`src/cfg_seq_pkg.sv`:
```
/*
  constants shared by the configuration mode sequencer and its byte fifo.
  assumes a single 100 MHz clock and a synchronous active-high reset.
*/
package cfg_seq_pkg;

  // ----------------------------------------------------------------
  // clock and power-on timing
  // ----------------------------------------------------------------
  localparam int CLK_PERIOD_NS = 10;
  localparam int POR_LONG_MS = 100;
  localparam int POR_SHORT_MS = 2;
  localparam int POR_LONG_CYC = POR_LONG_MS * 1000000 / CLK_PERIOD_NS;
  localparam int POR_SHORT_CYC = POR_SHORT_MS * 1000000 / CLK_PERIOD_NS;
  localparam int POR_CNT_W = 24;

  // ----------------------------------------------------------------
  // data path and init timing
  // ----------------------------------------------------------------
  localparam int BYTE_W = 8;
  localparam int FIFO_DEPTH = 4;
  localparam int INIT_CYC = 16;
  localparam int INIT_CNT_W = 5;
  localparam int LOAD_CNT_W = 32;

  // ----------------------------------------------------------------
  // configuration schemes
  // ----------------------------------------------------------------
  typedef enum logic [2:0] {
    SCHEME_CFG_MEMORY = 3'b000,
    SCHEME_PASSIVE_SERIAL = 3'b001,
    SCHEME_PARALLEL_ASYNC = 3'b010,
    SCHEME_FAST_PARALLEL = 3'b011,
    SCHEME_BOUNDARY_SCAN = 3'b100
  } scheme_t;

  // ----------------------------------------------------------------
  // sequencer states
  // ----------------------------------------------------------------
  typedef enum logic [2:0] {
    ST_POR = 3'b000,
    ST_WAIT_CE = 3'b001,
    ST_LOAD = 3'b010,
    ST_INIT = 3'b011,
    ST_USER = 3'b100,
    ST_RECONF = 3'b101
  } seq_state_t;

endpackage

```
`src/byte_stream_if.sv`:
```
/*
  valid/ready byte stream carrier between the sequencer and its fifo.
  assumes both ends share one clock.
*/
`timescale 1ns/100ps
interface byte_stream_if #(parameter int W = 8);
  logic valid;
  logic ready;
  logic [W-1:0] data;
  modport src (output valid, output data, input ready);
  modport snk (input valid, input data, output ready);
endinterface

```
`src/cfg_mode_sequencer.sv`:
```
/*
  power-up and configuration mode sequencer of a programmable logic device.
  assumes a 100 MHz CLK, synchronous RESET, pins arriving asynchronously,
  and an external source delivering bytes with a valid strobe.
*/
// How it works
// - por delay 100 ms low, 2 ms high
// - user io tri-stated through power-up and loading
// - after load, init resets and enables io
// - load plus init form command mode
// - reconfigure pin returns device to command mode
// - weak pull-ups on outside user mode unless control pin high
// - chain enable in gates, enable out passes on
// - five schemes accepted for configuration
// - parallel schemes take one byte per strobe
// - dual-purpose pins freed after configuration
`timescale 1ns/100ps
module cfg_mode_sequencer
  import cfg_seq_pkg::*;
#(
  parameter int POR_LONG = POR_LONG_CYC,    // long power-on delay cycles
  parameter int POR_SHORT = POR_SHORT_CYC,  // short power-on delay cycles
  parameter int IMAGE_BYTES = 1024          // bytes in one configuration image
) (
  input wire logic CLK,                            // 100 MHz clock
  input wire logic RESET,                          // sync reset, active high
  input wire logic POWER_ON_DELAY_SELECT,          // low 100 ms, high 2 ms
  input wire logic CONFIG_WEAK_PULLUP_CTRL_N,      // low enables pull-ups
  input wire logic CHAIN_CONFIG_ENABLE_IN_N,       // chain enable in, low
  output logic CHAIN_CONFIG_ENABLE_OUT_N,          // chain enable out, low
  input wire logic RECONFIGURE_REQUEST_N,          // low forces reconfiguration
  input wire logic [2:0] SCHEME_SEL,               // configuration scheme
  input wire logic CFG_SERIAL_DATA,                // serial scheme data bit
  input wire logic CFG_BYTE_VALID,                 // byte or bit strobe
  input wire logic [BYTE_W-1:0] CFG_BYTE,          // parallel byte bus
  output logic PARALLEL_READY_BUSY,                // high when a byte can be taken
  output logic CFG_BYTE_READY,                     // fifo can take a byte
  output logic COMMAND_MODE,                       // high in command mode
  output logic USER_MODE,                          // high in user mode
  output logic IO_OUTPUT_ENABLE_N,                 // low lets user io drive
  output logic IO_WEAK_PULLUP_EN,                  // weak pull-ups applied
  output logic DUAL_PURPOSE_USER,                  // config pins in user role
  output logic INIT_RESET,                         // internal register reset
  output logic [BYTE_W-1:0] LOADED_BYTE,           // last byte written to sram
  output logic LOADED_STROBE                       // pulse per byte written
);

  // ----------------------------------------------------------------
  // pin synchronisers: three stages, change counts when 2 and 3 agree
  // ----------------------------------------------------------------
  localparam int NS = 5;
  logic [NS-1:0] pin_raw, s1_ff, s2_ff, s3_ff, flt_ff, nxt_flt;
  assign pin_raw = {POWER_ON_DELAY_SELECT, CONFIG_WEAK_PULLUP_CTRL_N,
                    CHAIN_CONFIG_ENABLE_IN_N, RECONFIGURE_REQUEST_N, CFG_BYTE_VALID};

  always_comb begin
    nxt_flt = flt_ff;
    for (int i = 0; i < NS; i++) begin
      if (s2_ff[i] == s3_ff[i]) nxt_flt[i] = s3_ff[i];
    end
  end

  // idle levels at reset: strobe low, active-low pins high
  always_ff @(posedge CLK) begin
    if (RESET) begin
      s1_ff <= 5'h0e;
      s2_ff <= 5'h0e;
      s3_ff <= 5'h0e;
      flt_ff <= 5'h0e;
    end else begin
      s1_ff <= pin_raw;
      s2_ff <= s1_ff;
      s3_ff <= s2_ff;
      flt_ff <= nxt_flt;
    end
  end

  logic por_sel, pullup_n, ce_in_n, reconf_n, strobe_lvl;
  assign {por_sel, pullup_n, ce_in_n, reconf_n, strobe_lvl} = flt_ff;

  // strobe edge; data sampled at pins is held long by the source
  logic strobe_d_ff, strobe_rise;
  always_ff @(posedge CLK) begin
    if (RESET) strobe_d_ff <= 1'b0;
    else strobe_d_ff <= strobe_lvl;
  end
  assign strobe_rise = strobe_lvl && !strobe_d_ff;

  // ----------------------------------------------------------------
  // serial assembly and fifo input
  // ----------------------------------------------------------------
  scheme_t scheme;
  logic parallel_scheme, serial_scheme, accept;
  logic [BYTE_W-1:0] shift_ff, nxt_shift;
  logic [2:0] bitc_ff, nxt_bitc;
  logic byte_v_ff, nxt_byte_v;
  logic [BYTE_W-1:0] byte_d_ff, nxt_byte_d;

  assign scheme = scheme_t'(SCHEME_SEL);
  assign parallel_scheme = (scheme == SCHEME_PARALLEL_ASYNC) ||
                           (scheme == SCHEME_FAST_PARALLEL);
  // memory and boundary-scan sources stream serially as well
  assign serial_scheme = (scheme == SCHEME_CFG_MEMORY) ||
                         (scheme == SCHEME_PASSIVE_SERIAL) ||
                         (scheme == SCHEME_BOUNDARY_SCAN);

  byte_stream_if #(.W(BYTE_W)) fin();
  byte_stream_if #(.W(BYTE_W)) fout();

  seq_state_t st_ff, nxt_st;
  logic flush;

  // ----------------------------------------------------------------
  // byte capture, one byte per strobe in parallel schemes
  // ----------------------------------------------------------------
  always_comb begin
    nxt_shift = shift_ff;
    nxt_bitc = bitc_ff;
    nxt_byte_v = byte_v_ff && !fin.ready;
    nxt_byte_d = byte_d_ff;
    if (flush) begin
      nxt_bitc = '0;
      nxt_byte_v = 1'b0;
    end else if (accept && strobe_rise && !nxt_byte_v) begin
      if (parallel_scheme) begin
        nxt_byte_d = CFG_BYTE;
        nxt_byte_v = 1'b1;
      end else if (serial_scheme) begin
        nxt_shift = {CFG_SERIAL_DATA, shift_ff[BYTE_W-1:1]};  // lsb first
        nxt_bitc = bitc_ff + 3'h1;
        if (bitc_ff == 3'h7) begin
          nxt_byte_d = {CFG_SERIAL_DATA, shift_ff[BYTE_W-1:1]};
          nxt_byte_v = 1'b1;
        end
      end
    end
  end

  always_ff @(posedge CLK) begin
    if (RESET) begin
      shift_ff <= 8'h00;
      bitc_ff <= 3'h0;
      byte_v_ff <= 1'b0;
      byte_d_ff <= 8'h00;
    end else begin
      shift_ff <= nxt_shift;
      bitc_ff <= nxt_bitc;
      byte_v_ff <= nxt_byte_v;
      byte_d_ff <= nxt_byte_d;
    end
  end

  assign fin.valid = byte_v_ff;
  assign fin.data = byte_d_ff;

  cfg_byte_fifo #(.WIDTH(BYTE_W), .DEPTH(FIFO_DEPTH)) u_fifo (
    .clk(CLK),
    .rst(RESET),
    .flush(flush),
    .wr(fin),
    .rd(fout)
  );

  // ----------------------------------------------------------------
  // mode sequencer
  // ----------------------------------------------------------------
  logic [POR_CNT_W-1:0] por_ff, nxt_por;
  logic [LOAD_CNT_W-1:0] load_ff, nxt_load;
  logic [INIT_CNT_W-1:0] init_ff, nxt_init;
  logic [POR_CNT_W-1:0] por_target;
  logic [BYTE_W-1:0] out_d_ff, nxt_out_d;
  logic out_s_ff, nxt_out_s;

  // pin is sampled continuously during power-on; it is a static strap
  assign por_target = por_sel ? POR_CNT_W'(POR_SHORT - 1)
                              : POR_CNT_W'(POR_LONG - 1);

  always_comb begin
    nxt_st = st_ff;
    nxt_por = por_ff;
    nxt_load = load_ff;
    nxt_init = init_ff;
    nxt_out_d = out_d_ff;
    nxt_out_s = 1'b0;
    fout.ready = 1'b0;
    case (st_ff)
      ST_POR: begin
        nxt_por = por_ff + POR_CNT_W'(1);
        if (por_ff >= por_target) nxt_st = ST_WAIT_CE;
      end
      ST_WAIT_CE: begin
        nxt_load = '0;
        if (!ce_in_n) nxt_st = ST_LOAD;
      end
      ST_LOAD: begin
        fout.ready = 1'b1;
        if (fout.valid) begin
          nxt_out_d = fout.data;
          nxt_out_s = 1'b1;
          nxt_load = load_ff + LOAD_CNT_W'(1);
          if (load_ff == LOAD_CNT_W'(IMAGE_BYTES - 1)) begin
            nxt_st = ST_INIT;
            nxt_init = '0;
          end
        end
        if (ce_in_n) nxt_st = ST_WAIT_CE;  // chain enable withdrawn
      end
      ST_INIT: begin
        nxt_init = init_ff + INIT_CNT_W'(1);
        if (init_ff == INIT_CNT_W'(INIT_CYC - 1)) nxt_st = ST_USER;
      end
      ST_USER: ;
      ST_RECONF: begin
        if (reconf_n) nxt_st = ST_WAIT_CE;
      end
      default: nxt_st = ST_POR;
    endcase
    // reconfigure pin overrides any state after power-on
    if (!reconf_n && st_ff != ST_POR) nxt_st = ST_RECONF;
  end

  always_ff @(posedge CLK) begin
    if (RESET) begin
      st_ff <= ST_POR;
      por_ff <= '0;
      load_ff <= '0;
      init_ff <= '0;
      out_d_ff <= 8'h00;
      out_s_ff <= 1'b0;
    end else begin
      st_ff <= nxt_st;
      por_ff <= nxt_por;
      load_ff <= nxt_load;
      init_ff <= nxt_init;
      out_d_ff <= nxt_out_d;
      out_s_ff <= nxt_out_s;
    end
  end

  // ----------------------------------------------------------------
  // outputs
  // ----------------------------------------------------------------
  logic in_user, in_cmd, done_ff;
  assign in_user = (st_ff == ST_USER);
  assign in_cmd = !in_user && (st_ff != ST_POR);
  assign accept = (st_ff == ST_LOAD);
  assign flush = (st_ff != ST_LOAD);   // stale bytes never reach a new image

  // enable out goes low once this device is fully loaded
  always_ff @(posedge CLK) begin
    if (RESET) done_ff <= 1'b0;
    else done_ff <= (st_ff == ST_INIT) || in_user;
  end

  assign CHAIN_CONFIG_ENABLE_OUT_N = !done_ff;
  assign PARALLEL_READY_BUSY = accept && !byte_v_ff && parallel_scheme;
  assign CFG_BYTE_READY = fin.ready;
  assign COMMAND_MODE = in_cmd;
  assign USER_MODE = in_user;
  // io stays released until init has run; init drives it on
  assign IO_OUTPUT_ENABLE_N = !in_user;
  assign IO_WEAK_PULLUP_EN = !in_user && !pullup_n;
  assign DUAL_PURPOSE_USER = in_user;
  assign INIT_RESET = (st_ff == ST_INIT);
  assign LOADED_BYTE = out_d_ff;
  assign LOADED_STROBE = out_s_ff;
endmodule // cfg_mode_sequencer

```
`src/cfg_byte_fifo.sv`:
```
/*
  small synchronous fifo holding configuration bytes.
  assumes one clock, synchronous active-high reset, flush by the owner.
*/
`timescale 1ns/100ps
module cfg_byte_fifo #(
  parameter int WIDTH = 8,
  parameter int DEPTH = 4
) (
  input wire logic clk,              // system clock
  input wire logic rst,              // sync reset, active high
  input wire logic flush,            // drop all stored words
  byte_stream_if.snk wr,             // filling side
  byte_stream_if.src rd              // draining side
);
  localparam int AW = $clog2(DEPTH);

  logic [WIDTH-1:0] mem_ff [DEPTH];
  logic [AW-1:0] wptr_ff, nxt_wptr, rptr_ff, nxt_rptr;
  logic [AW:0] cnt_ff, nxt_cnt;
  logic push, pop;

  // ----------------------------------------------------------------
  // handshakes
  // ----------------------------------------------------------------
  assign wr.ready = (cnt_ff != (AW+1)'(DEPTH)) && !flush;
  assign rd.valid = (cnt_ff != '0);
  assign rd.data = mem_ff[rptr_ff];
  assign push = wr.valid && wr.ready;
  assign pop = rd.valid && rd.ready;

  // pointer and count next values
  always_comb begin
    nxt_wptr = wptr_ff;
    nxt_rptr = rptr_ff;
    nxt_cnt = cnt_ff;
    if (flush) begin
      nxt_wptr = '0;
      nxt_rptr = '0;
      nxt_cnt = '0;
    end else begin
      if (push) nxt_wptr = (wptr_ff == AW'(DEPTH - 1)) ? '0 : wptr_ff + AW'(1);
      if (pop) nxt_rptr = (rptr_ff == AW'(DEPTH - 1)) ? '0 : rptr_ff + AW'(1);
      nxt_cnt = cnt_ff + (AW+1)'(push) - (AW+1)'(pop);
    end
  end

  // storage is not reset; only pointers and count carry control meaning
  always_ff @(posedge clk) begin
    if (rst) begin
      wptr_ff <= '0;
      rptr_ff <= '0;
      cnt_ff <= '0;
    end else begin
      wptr_ff <= nxt_wptr;
      rptr_ff <= nxt_rptr;
      cnt_ff <= nxt_cnt;
    end
    if (push) mem_ff[wptr_ff] <= wr.data;
  end
endmodule // cfg_byte_fifo

```
`config.mk`:
```
export PLATFORM = sky130hd
export DESIGN_NAME = cfg_mode_sequencer
export DESIGN_NICKNAME = d
export VERILOG_FILES = /design/src/cfg_seq_pkg.sv /design/src/byte_stream_if.sv /design/src/cfg_mode_sequencer.sv /design/src/cfg_byte_fifo.sv
export SDC_FILE = /design/constraint.sdc
export NUM_CORES = 1
export LEC_CHECK = 0
export BUFFER_PORTS_ARGS = -buffer_cell sky130_fd_sc_hd__buf_2
export CORE_ASPECT_RATIO = 0.6
export CORE_MARGIN = 2
export CORE_UTILIZATION = 61
export DETAILED_ROUTE_END_ITERATION = 16
export PLACE_DENSITY = 0.8
export SETUP_SLACK_MARGIN = 0.4
export SYNTH_ARGS = -nofsm -noshare
export SYNTH_HDL_FRONTEND = slang
export SYNTH_HIERARCHICAL = 1
export SYNTH_SLANG_ARGS = --single-unit
```
`constraint.sdc`:
```
create_clock -name CLK -period 3.5 [get_ports CLK]
set_clock_uncertainty 0.1 [all_clocks]
set_input_delay 0.175 -clock CLK [delete_from_list [all_inputs] [get_ports CLK]]
set_output_delay 0.175 -clock CLK [all_outputs]
set_load 0.01 [all_outputs]
```
### After elaboration in Yosys (flattened, before gate mapping)

Memory sizes are Yosys's and may differ from the RTL's. A register that Yosys moved wholly into a read port is not among the register bits.
Index checks and enable logic that the tools add are counted.

| word-level totals | value |
|---|---|
| flip-flop bits (word level) | 114 |
| word-level logic and storage cells | 145 |
| memories | 1 |
| input bits | 19 |
| memory bits (writable) | 32 |

Memory list:

| name | words | width | rd ports | clocked after Yosys merged registers in | wr ports | line | text |
|---|---|---|---|---|---|---|---|
| u_fifo.mem_ff | 4 | 8 | 1 | 1 | 1 | cfg_byte_fifo.sv:18 | `logic [WIDTH-1:0] mem_ff [DEPTH];` |

| cells by class | value |
|---|---|
| bitwise gates (word level) | 4 |
| equal/unequal tests | 36 |
| add/subtract/negate cells | 8 |
| mux-type cells | 28 |
| reduce and logical (&&, ||, !) cells | 44 |
| magnitude comparators | 1 |

Operators by type and width:

| kind | count |
|---|---|
| $pmux W32 S2 | 1 |
| $add A32 B1 Y32 const B | 1 |
| $eq A32 B10 Y1 const B | 1 |
| $mux W32 | 1 |
| $add A24 B1 Y24 const B | 1 |
| $ge A24 B24 Y1 | 1 |
| $mux W24 | 1 |
| $mux W3 | 8 |
| $mux W8 | 3 |
| $pmux W3 S6 | 1 |
| $reduce_and A7 Y1 | 2 |
| $eq A3 B2 Y1 const B | 4 |
| $eq A3 B3 Y1 const B | 4 |
| $logic_and A1 B1 Y1 | 12 |
| $ne A3 B3 Y1 const B | 4 |
| $mux W5 | 2 |
| $pmux W5 S2 | 1 |
| $logic_not A1 Y1 | 9 |
| $ne A3 B2 Y1 const B | 3 |
| $mux W1 | 8 |
| $ne A2 B1 Y1 const B | 4 |
| $ne A4 B2 Y1 const B | 2 |
| $reduce_and A4 Y1 | 2 |
| $reduce_bool A2 Y1 | 4 |
| other kinds (19) | 41 |

### Logic depth before layout (Yosys ltp)

Gate-level depths: netlist (run 1).

| logic depth | value |
|---|---|
| depth after elaboration | 9 |
| mapped depth | 15 |
| depth with buffers taken out | 13 |

### Hierarchy

The synthesis (run 1) kept the hierarchy.

Modules (own cells, without submodules):

| module | cells an instance | area each (µm²) | sequential area each (µm²) | times used |
|---|---|---|---|---|
| cfg_mode_sequencer | 563 | 5029.8 | 2282.2 | 1 |
| cfg_byte_fifo | 96 | 1645.3 | 1141.1 | 1 |

### Worst setup path before layout (run 1)

OpenSTA, ideal clock, no wires.

| path | value |
|---|---|
| kind | reg-to-reg |
| start | reg st_ff[1] |
| end | reg u_fifo.cnt_ff[2] |
| path buffers | 2 |
| required time | 3285 ps |
| clock period less this slack | 2947 ps |
| slack | 553 ps |
| library setup time | 115 ps |
| data arrival time | 2732 ps |
| stages on the path, launching flop included | 16 |
| path through | dfxtp_1 -> buf_2 -> inv_2 -> or3_1 -> buf_2 -> nor2b_1 -> and2_4 -> inv_1 -> ha_1 -> inv_1 -> ha_1 -> inv_1 -> fa_1 -> xnor2_1 -> xnor2_1 -> and2_1 |

| on the way | value |
|---|---|
| word-level cells in the longest chain between the ends | 6 |
| elaborated cells between the ends (all ways) | 10 |
| those cells by class | 2 x add/sub; 2 x eq/ne; 1 x mux; 5 x reduce/logical |

RTL lines:

| item | line | text |
|---|---|---|
| start: declaration | cfg_mode_sequencer.sv:110 | `seq_state_t st_ff, nxt_st;` |
| start signal: assignment | cfg_mode_sequencer.sv:231 | `st_ff <= nxt_st;` |
| $ne A3 B2 Y1 (*) | cfg_mode_sequencer.sv:247 | `assign flush = (st_ff != ST_LOAD);` |
| named net flush | cfg_mode_sequencer.sv:111 | `logic flush;` |
| $logic_not A1 Y1 | cfg_byte_fifo.sv:26 | `assign wr.ready = (cnt_ff != (AW+1)'(DEPTH)) && !flush;` |
| $logic_and A1 B1 Y1 | cfg_byte_fifo.sv:26 |  |
| $logic_and A1 B1 Y1 | cfg_byte_fifo.sv:29 | `assign push = wr.valid && wr.ready;` |
| $add A3 B1 Y3 | cfg_byte_fifo.sv:44 | `nxt_cnt = cnt_ff + (AW+1)'(push) - (AW+1)'(pop);` |
| $sub A3 B1 Y3 | cfg_byte_fifo.sv:44 |  |
| end signal: assignment | cfg_byte_fifo.sv:57 | `cnt_ff <= nxt_cnt;` |
| end: declaration | cfg_byte_fifo.sv:20 | `logic [AW:0] cnt_ff, nxt_cnt;` |

Mark *: on every way through the listed nets, which the timed path passes. The rest lies on a longest branch.
A chain may end at the register's enable or synchronous reset.

### Worst setup path in the final report (run 1)

| path | value |
|---|---|
| start | reg st_ff[0] |
| end | reg u_fifo.cnt_ff[2] |

| on the way | value |
|---|---|
| elaborated cells between the ends (all ways) | 10 |
| those cells by class | 2 x add/sub; 2 x eq/ne; 1 x mux; 5 x reduce/logical |

RTL lines:

| item | line | text |
|---|---|---|
| $eq A3 B2 Y1 | - |  |
| named net accept | cfg_mode_sequencer.sv:93 | `logic parallel_scheme, serial_scheme, accept;` |
| $mux W1 | cfg_mode_sequencer.sv:186 | `case (st_ff)` |
| $logic_and A1 B1 Y1 | cfg_byte_fifo.sv:30 | `assign pop = rd.valid && rd.ready;` |
| $sub A3 B1 Y3 | cfg_byte_fifo.sv:44 |  |

The timed path passes the listed nets, and every way through them passes these cells.

==> results of run 1 <==
## through the flow
step	hold WS [ps]	instances	util (%)	power [mW]
finish	21.2	853	72.2	3.94
global route	17.4	853	72.2	4.07
CTS	12.8	853	72.1	3.96
detailed placement	260	813	65.5	2.08
global placement	259	813	65.5	2.07
floorplan	152	659	-	2.04
## state kept, by name, summed over array words and instances, names as in the netlist, 2 cells and up, named ones only
name	flops
flt_ff	5
load_ff	32
s1_ff	5
s3_ff	5
shift_ff	7
u_fifo/mem_ff	32
s2_ff	5
init_ff	5
u_fifo/wptr_ff	2
LOADED_BYTE	8
u_fifo/cnt_ff	3
bitc_ff	3
byte_d_ff	8
st_ff	3
por_ff	24
u_fifo/rptr_ff	2
## path summary, 6_finish.rpt
path,depth (start not counted),end,slack [ps]
setup reg to reg,13,u_fifo/cnt_ff[2]$_SDFF_PP0_,610
setup / recovery,13,u_fifo/cnt_ff[2]$_SDFF_PP0_,610
hold / removal,3,byte_d_ff[2]$_SDFFE_PP0P_,20
hold reg to reg,1,s2_ff[3]$_SDFF_PP1_,310
## layout by cell type (no fill, tap or decap), types with 3 or more instances in the layout
cell type        n
xnor2_1         13
and3_1          17
dfxtp_1        122
nor2b_1         12
and4_1           5
mux2i_1         21
ha_1            24
and2_1           5
buf_2           36
mux4_2           8
clkbuf_16       19
a21oi_1         28
or2_2           13
edfxtp_1        32
nand4_1         12
nand2_1         54
a31oi_1          3
xor2_1          39
a211oi_1        10
nor4_1           7
buf_4            4
o21bai_1         3
dlygate4sd3_1    8
o21ai_0         12
nor3_1          10
or3_1            5
nand3_1         28
nor2_1          91
inv_6            6
inv_1           17
nand2b_1         5
## Yosys cell counts, drive strengths merged (2+ instances only)
cell / n
xnor2: 13
a211oi: 10
and2: 6
nor4: 8
nand4: 12
mux4: 8
or3: 6
o211ai: 2
a21o: 2
edfxtp: 32
nand3: 28
and3: 17
or2: 13
a31oi: 3
o31ai: 2
nand2b: 5
xor2: 39
nor4b: 2
inv: 18
o21bai: 3
o21a: 2
o21ai: 14
nor2b: 13
and4: 5
nor3b: 2
nor3: 11
a21oi: 28
buf: 11
nor2: 91
dfxtp: 123
clkbuf: 14
nand2: 55
ha: 24
nand3b: 2
mux2i: 21
## final cells by class
| class | count | area, sq um |
|---|---|---|
| clock buffers | 20 | 479 |
| clock inverters | 12 | 139 |
| fillers | 752 | 2950 |
| inverters | 18 | 67.6 |
| multi-input cells | 461 | 3070 |
| flip-flops and latches | 155 | 3430 |
| well taps | 139 | 174 |
| repair buffers | 48 | 290 |
## worst max-delay path: cells and delay by family (launching register included)
kind,cells,cell delay (ps)
AO/OA/AOI/OAI,1,150
adder cells (fa/ha/maj),3,720
XOR/XNOR,2,280
AND/OR/NAND/NOR,2,600
buffers and inverters,5,520
flip-flops,1,410
## metal layers
metal  routed length, um  GRT usage, %  part of all wire, %  up-vias
met5                   0             0                    0        -
met4                 257          7.99                  1.9        0
met3                 709          6.60                  5.2       28
met2                6130          38.9                   45      149
met1                6480          33.4                   48     2317
li1                    -             -                    -     2381
## timing repair
| action | 4_1_cts | 5_1_grt |
|---|---|---|
| endpoints found under the setup margin | 1 | 1 |
| hold endpoints to repair | 8 | 0 |
| setup buffers | 0 | 0 |
| hold buffers | 8 | 0 |
| gates resized for setup | 1 | 3 |
## power breakdown
part | leakage [nW] | internal [mW] | switching, mW
Clock | 0.304 | 1.10 | 0.790
Sequential | 1.37 | 1.84 | 0.0239
Combinational | 1.45 | 0.0788 | 0.113
## cell families (layout without fill, tap and decap cells)
family | Yosys count | in the layout
multiplexers | 30 | 30
buffers and inverters | 43 | 98
AND/OR/NAND/NOR | 281 | 281
AO/OA/AOI/OAI | 73 | 73
XOR/XNOR | 52 | 52
adder cells (fa/ha/maj) | 25 | 25
flip-flops | 155 | 155
==> flow_metrics.env, run 1 <==
export IMPL_syn_num_nets=703
export IMPL_drive_gt1_share_pct=15.0
export IMPL_synthArstFlopShare_pct=0
export IMPL_cpPeakStageDelay_ps=450
export IMPL_final_hold_violation_count=0
export IMPL_synth_top_family_by_area="simple AND/OR/NAND/NOR gates"
export IMPL_synth_top_area_share_pct=36.9
export IMPL_post_route_period_util_pct=82.6
export IMPL_setup_viol=0
export IMPL_avgSynthCellArea_sq_um=10.1
export IMPL_ys_seq_elements=155
export IMPL_p_leak_nw=3.12
export IMPL_place_area_sq_mm=0.00694
export IMPL_synthAdderAreaFrac_pct=4.80
export IMPL_yosys_most_used_dff="dfxtp_1"
export IMPL_chipWidth_um=139
export IMPL_worst_pin_slew_ps=949
export IMPL_grt_overflow_total=0
export IMPL_ctsRootBufferMaster="clkbuf_16"
export IMPL_postRouteWirelength_um=13600
export IMPL_post_place_ws_ps=396
export IMPL_synth_compound_area_share_pct=6.79
export IMPL_worst_setup_path_end_kind="flip-flop"
export IMPL_fin_crit_ps=2890
export IMPL_drt_initial_drc_count=433
export IMPL_setup_tns_ps=0
export IMPL_gp_congestion=0.826
export IMPL_hp_start="CFG_BYTE[2]"
export IMPL_syn_inst=659
export IMPL_drc=0
export IMPL_dr_total_vias=4875
export IMPL_htree_levels=4
export IMPL_cpMostUsedCell="inv_1"
export IMPL_worstSetupPathType="flip-flop to flip-flop"
export IMPL_grt_max_degree=48
export IMPL_r2r_start="st_ff[0]$_SDFFE_PP0P_"
export IMPL_antenna_left=0
export IMPL_crit_arrival_ps=3100
export IMPL_power_density_mw_per_mm2=515
export IMPL_area_growth_pct=14.6
export IMPL_drv_cap=0
export IMPL_ys_warn_count=6
export IMPL_cp_slowest_cell="or3_4"
export IMPL_grt_pass1_wl_um=23300
export IMPL_clk_latency_ps=420
export IMPL_yosysUniqueCellTypes=59
export IMPL_final_area_sq_mm=0.00765
export IMPL_die_area_sq_mm=0.0118
export IMPL_coreArea_sq_mm=0.0106
export IMPL_cp_required_ps=3710
export IMPL_hp_class="input port to flip-flop"
export IMPL_start_util_pct=63.0
export IMPL_portBuffers=36
export IMPL_synth_edff_count=32
export IMPL_startpoint="st_ff[0]$_SDFFE_PP0P_"
export IMPL_clk_pin_slew_worst_paths_ps=70
export IMPL_path_cells="or3_4, buf_4, inv_1, o31ai_1, inv_1, ha_1, inv_1, ha_1, inv_1, fa_1, xnor2_1, xnor2_1, and2_1"
export IMPL_die_h_um=85.0
export IMPL_cts_tree="yes"
export IMPL_slew_headroom_pct=36.6
export IMPL_dr_pass1_iters=5
export IMPL_synth_xor_area_share_pct=6.82
export IMPL_vias_per_cell=5.72
export IMPL_seq_area_frac_synth_pct=51.3
export IMPL_synth_top_area_cell="dfxtp_1"
export IMPL_wl_per_cell_um=15.9
export IMPL_cts_buffers=17
export IMPL_syn_cell_area_sq_mm=0.00668
export IMPL_rsz0062_at_grt="no"
export IMPL_post_dp_hpwl_um=8820
export IMPL_yosys_top_cells_area="dfxtp_1 37%, edfxtp_1 14%, nor2_1 5.1%"
export IMPL_slew_violations=0
export IMPL_max_freq_ghz=0.346
export IMPL_cp_start_kind="flip-flop"
export IMPL_status="complete, no violations"
export IMPL_grt_use_total_pct=24.6
export IMPL_std_cell_rows=29
export IMPL_clkSinkCount=155
export IMPL_nets=745
export IMPL_antenna_cells=0
export IMPL_clockBufferDepth=2
export IMPL_synthSimpleGateAreaFrac_pct=21.5
export IMPL_antenna_found_initial=0
export IMPL_grt_pass1_vias=4747
export IMPL_layout_setup_ws_ps=609
export IMPL_ir_drop_mv=0.392
export IMPL_synthMuxAreaShare_pct=6.02
export IMPL_worstPathMaxFanout=11
export IMPL_pin_count=37
Note: power is estimated with default switching activity, not from simulation.
==> run 2: changes to the inputs <==
CORE_UTILIZATION = 55   (was 61)
PLACE_DENSITY = 0.76   (was 0.8)
clock period = 2.5 ns   (was 3.5 ns; I/O delays follow)
==> run 2 against run 1 <==
  * Final cell count increased by 9.4%
  * Power is 45% higher
  * Largest power group unchanged
  * Utilization up 0.86 points
  * The flow now finishes with violations (negative setup slack)
  * Maximum frequency grew 14%
  * Hold slack worse by 7.1 ps
==> flow_metrics.env, run 2 (same netlist as run 1, synthesis figures left out) <==
export IMPL_crit_arrival_ps=2740
export IMPL_cts_buffers=17
export IMPL_clockBufferDepth=2
export IMPL_cp_required_ps=2720
export IMPL_vias_per_cell=5.68
export IMPL_cts_tree="yes"
export IMPL_die_h_um=89.3
export IMPL_final_cells=933
export IMPL_drt_initial_drc_count=374
export IMPL_coreArea_sq_mm=0.0119
export IMPL_pin_count=37
export IMPL_path_cells="inv_4, or3_4, nor2b_4, and2_4, inv_2, ha_4, inv_2, ha_4, inv_2, fa_2, xnor2_2, xnor2_1, and2_1"
export IMPL_n_fill_cell=787
export IMPL_clk_latency_ps=430
export IMPL_dp_cells=859
export IMPL_antenna_cells=0
export IMPL_drv_cap=0
export IMPL_fin_total_pwr_mw=5.70
export IMPL_cpMostUsedCell="inv_2"
export IMPL_fin_crit_ps=2530
export IMPL_largestRegisters="load_ff (32), u_fifo/mem_ff (32), por_ff (24)"
export IMPL_wl_per_cell_um=17.8
export IMPL_final_util_pct=73.1
export IMPL_antenna_left=0
export IMPL_cp_num_buf_inv=4
export IMPL_grt_pass1_wl_um=24600
export IMPL_cp_slowest_cell="dfxtp_2"
export IMPL_clk_pin_slew_worst_paths_ps=70
export IMPL_antenna_found_initial=0
export IMPL_grt_overflow_total=0
export IMPL_setup_viol=2
export IMPL_drive_gt1_share_pct=32.6
export IMPL_grt_use_total_pct=24.3
export IMPL_htree_levels=4
export IMPL_cp_start_kind="flip-flop"
export IMPL_nets=799
export IMPL_die_area_sq_mm=0.0131
export IMPL_std_cell_rows=31
export IMPL_postRouteWirelength_um=16600
export IMPL_final_area_sq_mm=0.00873
export IMPL_clkSinkCount=155
export IMPL_violations="negative setup slack"
export IMPL_hp_class="input port to flip-flop"
export IMPL_worst_pin_slew_ps=806
export IMPL_final_hold_violation_count=0
export IMPL_ctsRootBufferMaster="clkbuf_16"
export IMPL_status="complete, but fails checks"
export IMPL_area_growth_pct=30.8
export IMPL_hold_slack_ps=14.1
export IMPL_p_leak_nw=3.48
export IMPL_r2r_setup_slack_ps=-30
export IMPL_dr_total_vias=5304
export IMPL_portBuffers=36
export IMPL_layout_setup_ws_ps=-25.3
export IMPL_slew_violations=0
export IMPL_drc=0
export IMPL_startpoint="st_ff[1]$_SDFFE_PP0P_"
export IMPL_slew_headroom_pct=46.2
export IMPL_max_freq_ghz=0.396
export IMPL_worst_setup_path_end_kind="flip-flop"
export IMPL_dr_pass1_iters=6
export IMPL_final_cell_mix="114 x dfxtp_1, 82 x nor2_1, 47 x nand2_1, 39 x buf_4, 37 x xor2_1"
export IMPL_setup_tns_ps=-25.8
export IMPL_post_dp_hpwl_um=9700
export IMPL_worstSetupPathType="flip-flop to flip-flop"
export IMPL_place_area_sq_mm=0.00717
export IMPL_start_util_pct=55.9
export IMPL_grt_max_degree=50
export IMPL_chipWidth_um=146
export IMPL_rsz0062_at_grt="yes"
export IMPL_post_route_period_util_pct=101
export IMPL_ir_drop_mv=0.421
export IMPL_post_place_ws_ps=-104
export IMPL_hp_start="CFG_BYTE[0]"
export IMPL_crit_family="simple AND/OR/NAND/NOR gates"
export IMPL_power_density_mw_per_mm2=653
export IMPL_gp_congestion=0.822
export IMPL_worstPathMaxFanout=3
export IMPL_layout_commonest_cell="dfxtp_1"
export IMPL_cpPeakStageDelay_ps=370
export IMPL_r2r_start="st_ff[1]$_SDFFE_PP0P_"
export IMPL_grt_pass1_vias=5125
run 2: worst paths after layout:
path         depth (start not counted)                          end
max                                 13  u_fifo/cnt_ff[2]$_SDFF_PP0_
max reg2reg                         13  u_fifo/cnt_ff[2]$_SDFF_PP0_
min reg2reg                          1          s2_ff[2]$_SDFF_PP1_
min                                  3    byte_d_ff[0]$_SDFFE_PP0P_
run 2: tightest hold or removal path, delay by kind of cell:
family                 cells  cell delay, ps
multiplexers               1             170
buffers and inverters      1             110
AO/OA/AOI/OAI              1             100
run 2: where the power goes:
part           switching [mW]  internal, mW  total, mW
logic                   0.228         0.210      0.438
registers              0.0291          2.57       2.60
clock network            1.22          1.45       2.67
run 2: cell type report:
cell class	count	area [sq um]	share of cell area, %
multi-input cells	462	3590	41.2
flip-flops and latches	155	3440	39.4
repair buffers	101	801	9.17
clock buffers	17	425	4.87
well taps	165	206	2.37
clock inverters	15	194	2.22
inverters	18	72.6	0.831
run 2: routing by layer:
layer,track usage (%),wire [um]
met5,0,0
met4,6.97,344
met3,6.17,816
met2,42.8,8180
met1,30.5,7300
run 2: timing repair:
action	4_1_cts	5_1_grt
cloned	1	1
gates resized for setup	63	66
hold endpoints to repair	10	0
pin swaps	36	39
buffers inserted	22	8
hold buffers	10	0
endpoints found under the setup margin	59	89
==> run 3: changes to the inputs <==
CORE_UTILIZATION = 61   (was 55)
MAX_ROUTING_LAYER = met4   (was default)
PLACE_DENSITY = 0.8   (was 0.76)
clock period = 2.6 ns   (was 2.5 ns; I/O delays follow)
==> run 3 against run 2 <==
  * The flow now finishes without violations
  * Worst setup slack improved by 69 ps
  * Clock power fell by 10%
  * Wire length shrank 1.4%
  * Utilization increased by 5.7 points
  * Clock-buffer cell count stayed put
  * Hold slack improved by 2.5 ps
  * Combinational power shrank 4%
  * Non-clock buffer count decreased by 9
  * Flip-flop and latch count did not move
  * Register-to-register slack better by 70 ps
  * Largest cell class is now registers
  * Largest power group is now sequential cells
==> flow_metrics.env, run 3 (same netlist as run 1, synthesis figures left out) <==
export IMPL_ir_drop_mv=0.627
export IMPL_cp_required_ps=2820
export IMPL_clk_pin_slew_worst_paths_ps=70
export IMPL_dr_pass1_iters=5
export IMPL_wl_per_cell_um=18.3
export IMPL_cpPeakStageDelay_ps=430
export IMPL_slew_violations=0
export IMPL_final_hold_violation_count=0
export IMPL_vias_per_cell=5.92
export IMPL_grt_use_total_pct=27.0
export IMPL_worstSetupPathType="flip-flop to flip-flop"
export IMPL_final_util_pct=78.8
export IMPL_antenna_found_initial=0
export IMPL_portBuffers=36
export IMPL_coreArea_sq_mm=0.0106
export IMPL_ctsRootBufferMaster="clkbuf_16"
export IMPL_pin_count=37
export IMPL_post_dp_hpwl_um=9270
export IMPL_cts_buffers=17
export IMPL_cp_slowest_cell="or3_4"
export IMPL_std_cell_rows=29
export IMPL_post_route_period_util_pct=98.3
export IMPL_crit_arrival_ps=2770
export IMPL_die_area_sq_mm=0.0118
export IMPL_clkSinkCount=155
export IMPL_largestRegisters="load_ff (32), u_fifo/mem_ff (32), por_ff (24)"
export IMPL_antenna_cells=0
export IMPL_grt_pass1_wl_um=24600
export IMPL_area_growth_pct=25.1
export IMPL_clockBufferDepth=2
export IMPL_grt_overflow_total=0
export IMPL_setup_tns_ps=0
export IMPL_slew_headroom_pct=55.0
export IMPL_setup_viol=0
export IMPL_ff_latch_area_sq_mm=0.00343
export IMPL_layout_commonest_cell="dfxtp_1"
export IMPL_htree_levels=4
export IMPL_grt_max_degree=35
export IMPL_status="complete, no violations"
export IMPL_cts_tree="yes"
export IMPL_drc=0
export IMPL_drt_initial_drc_count=421
export IMPL_grt_pass1_vias=5042
export IMPL_worst_setup_path_end_kind="flip-flop"
export IMPL_worstPathMaxFanout=4
export IMPL_postRouteWirelength_um=16400
export IMPL_multiInputGateArea_sq_mm=0.00341
export IMPL_path_cells="inv_4, or3_4, nor2b_4, and2_4, inv_4, ha_4, inv_2, ha_4, inv_2, fa_2, xnor2_2, xnor2_1, and2_1"
export IMPL_start_util_pct=63.0
export IMPL_die_h_um=85.0
export IMPL_dr_total_vias=5314
export IMPL_hp_class="input port to flip-flop"
export IMPL_worst_pin_slew_ps=672
export IMPL_drive_gt1_share_pct=27.7
export IMPL_chipWidth_um=139
export IMPL_rsz0062_at_grt="yes"
export IMPL_antenna_left=0
export IMPL_cp_start_kind="flip-flop"
export IMPL_fin_crit_ps=2560
export IMPL_final_cell_mix="117 x dfxtp_1, 87 x nor2_1, 54 x nand2_1, 39 x xor2_1, 36 x buf_2"
export IMPL_nets=790
export IMPL_drv_cap=0
export IMPL_power_density_mw_per_mm2=637
export IMPL_p_leak_nw=3.37
export IMPL_max_freq_ghz=0.391
export IMPL_gp_congestion=0.807
export IMPL_n_fill_cell=599
export IMPL_clk_latency_ps=430
==> run 3: changes by cell type in the layout (fill, tap and decap cells not counted), moves of 5 or more <==
cell,change
inv_6,+5
nand3_1,+7
nand2_2,-5
nand2_1,+7
nand3_2,-7
nor2_1,+5
xnor2_2,-5
nor2_4,-5
xnor2_1,+5
buf_4,-7
==> run 3: through the flow <==
step	area (sq um)	power [mW]	setup WS, ps	cells	hold slack (ps)
detailed placement	7090	2.84	-43.0	830	215
global placement	7090	2.82	62.5	830	217
CTS	8010	5.25	85.1	887	0.973
finish	8350	5.32	43.8	898	16.6
global route	8350	5.47	-23.0	898	25.6
floorplan	6720	2.75	-84.1	659	106
==> run 3: worst max-delay path: cells and delay by family (launching register included) <==
family	cells	cell delay (ps)
simple gates	4	870
flops	1	360
buf+inv	4	170
fa+ha+maj	3	670
xor+xnor	2	280
==> run 3: what timing repair did <==
| action | CTS | global route |
|---|---|---|
| setup endpoints to repair | 38 | 67 |
| buffers inserted | 14 | 9 |
| gates cloned | 1 | 2 |
| endpoints found under the hold margin | 10 | 0 |
| gates resized for setup | 35 | 61 |
| hold buffers | 10 | 0 |
| pin swaps | 18 | 28 |
==> run 3: routing by layer <==
| layer | share of wire, % | track usage (%) |
|---|---|---|
| met5 | 0 | - |
| met4 | 3.2 | 10.8 |
| met3 | 6.6 | 6.26 |
| met2 | 47 | 42.6 |
| met1 | 43 | 34.2 |
==> run 3: power breakdown <==
group	switching, mW	leakage (nW)	internal, mW	total [mW]
logic	0.214	1.73	0.206	0.420
clock network	1.13	0.272	1.27	2.40
registers	0.0239	1.37	2.47	2.50
total	1.37	3.37	3.95	5.32
==> run 3: final timing paths <==
path	from	end	slack (ps)	cells after the start
min reg2reg	s1_ff[3]$_SDFF_PP1_	s2_ff[3]$_SDFF_PP1_	310	1
max reg2reg	st_ff[1]$_SDFFE_PP0P_	u_fifo/cnt_ff[2]$_SDFF_PP0_	40	13
min	CFG_BYTE[1]	byte_d_ff[1]$_SDFFE_PP0P_	20	3
max	st_ff[1]$_SDFFE_PP0P_	u_fifo/cnt_ff[2]$_SDFF_PP0_	40	13
==> run 3: cell type report <==
type / instances / share of cell area [%]
Clock buffer: 17 / 5.10
Tap cell: 139 / 2.08
Timing Repair Buffer: 92 / 8.17
Multi-Input combinational cell: 462 / 40.9
Clock inverter: 15 / 1.68
Inverter: 18 / 0.959
Sequential cell: 155 / 41.1
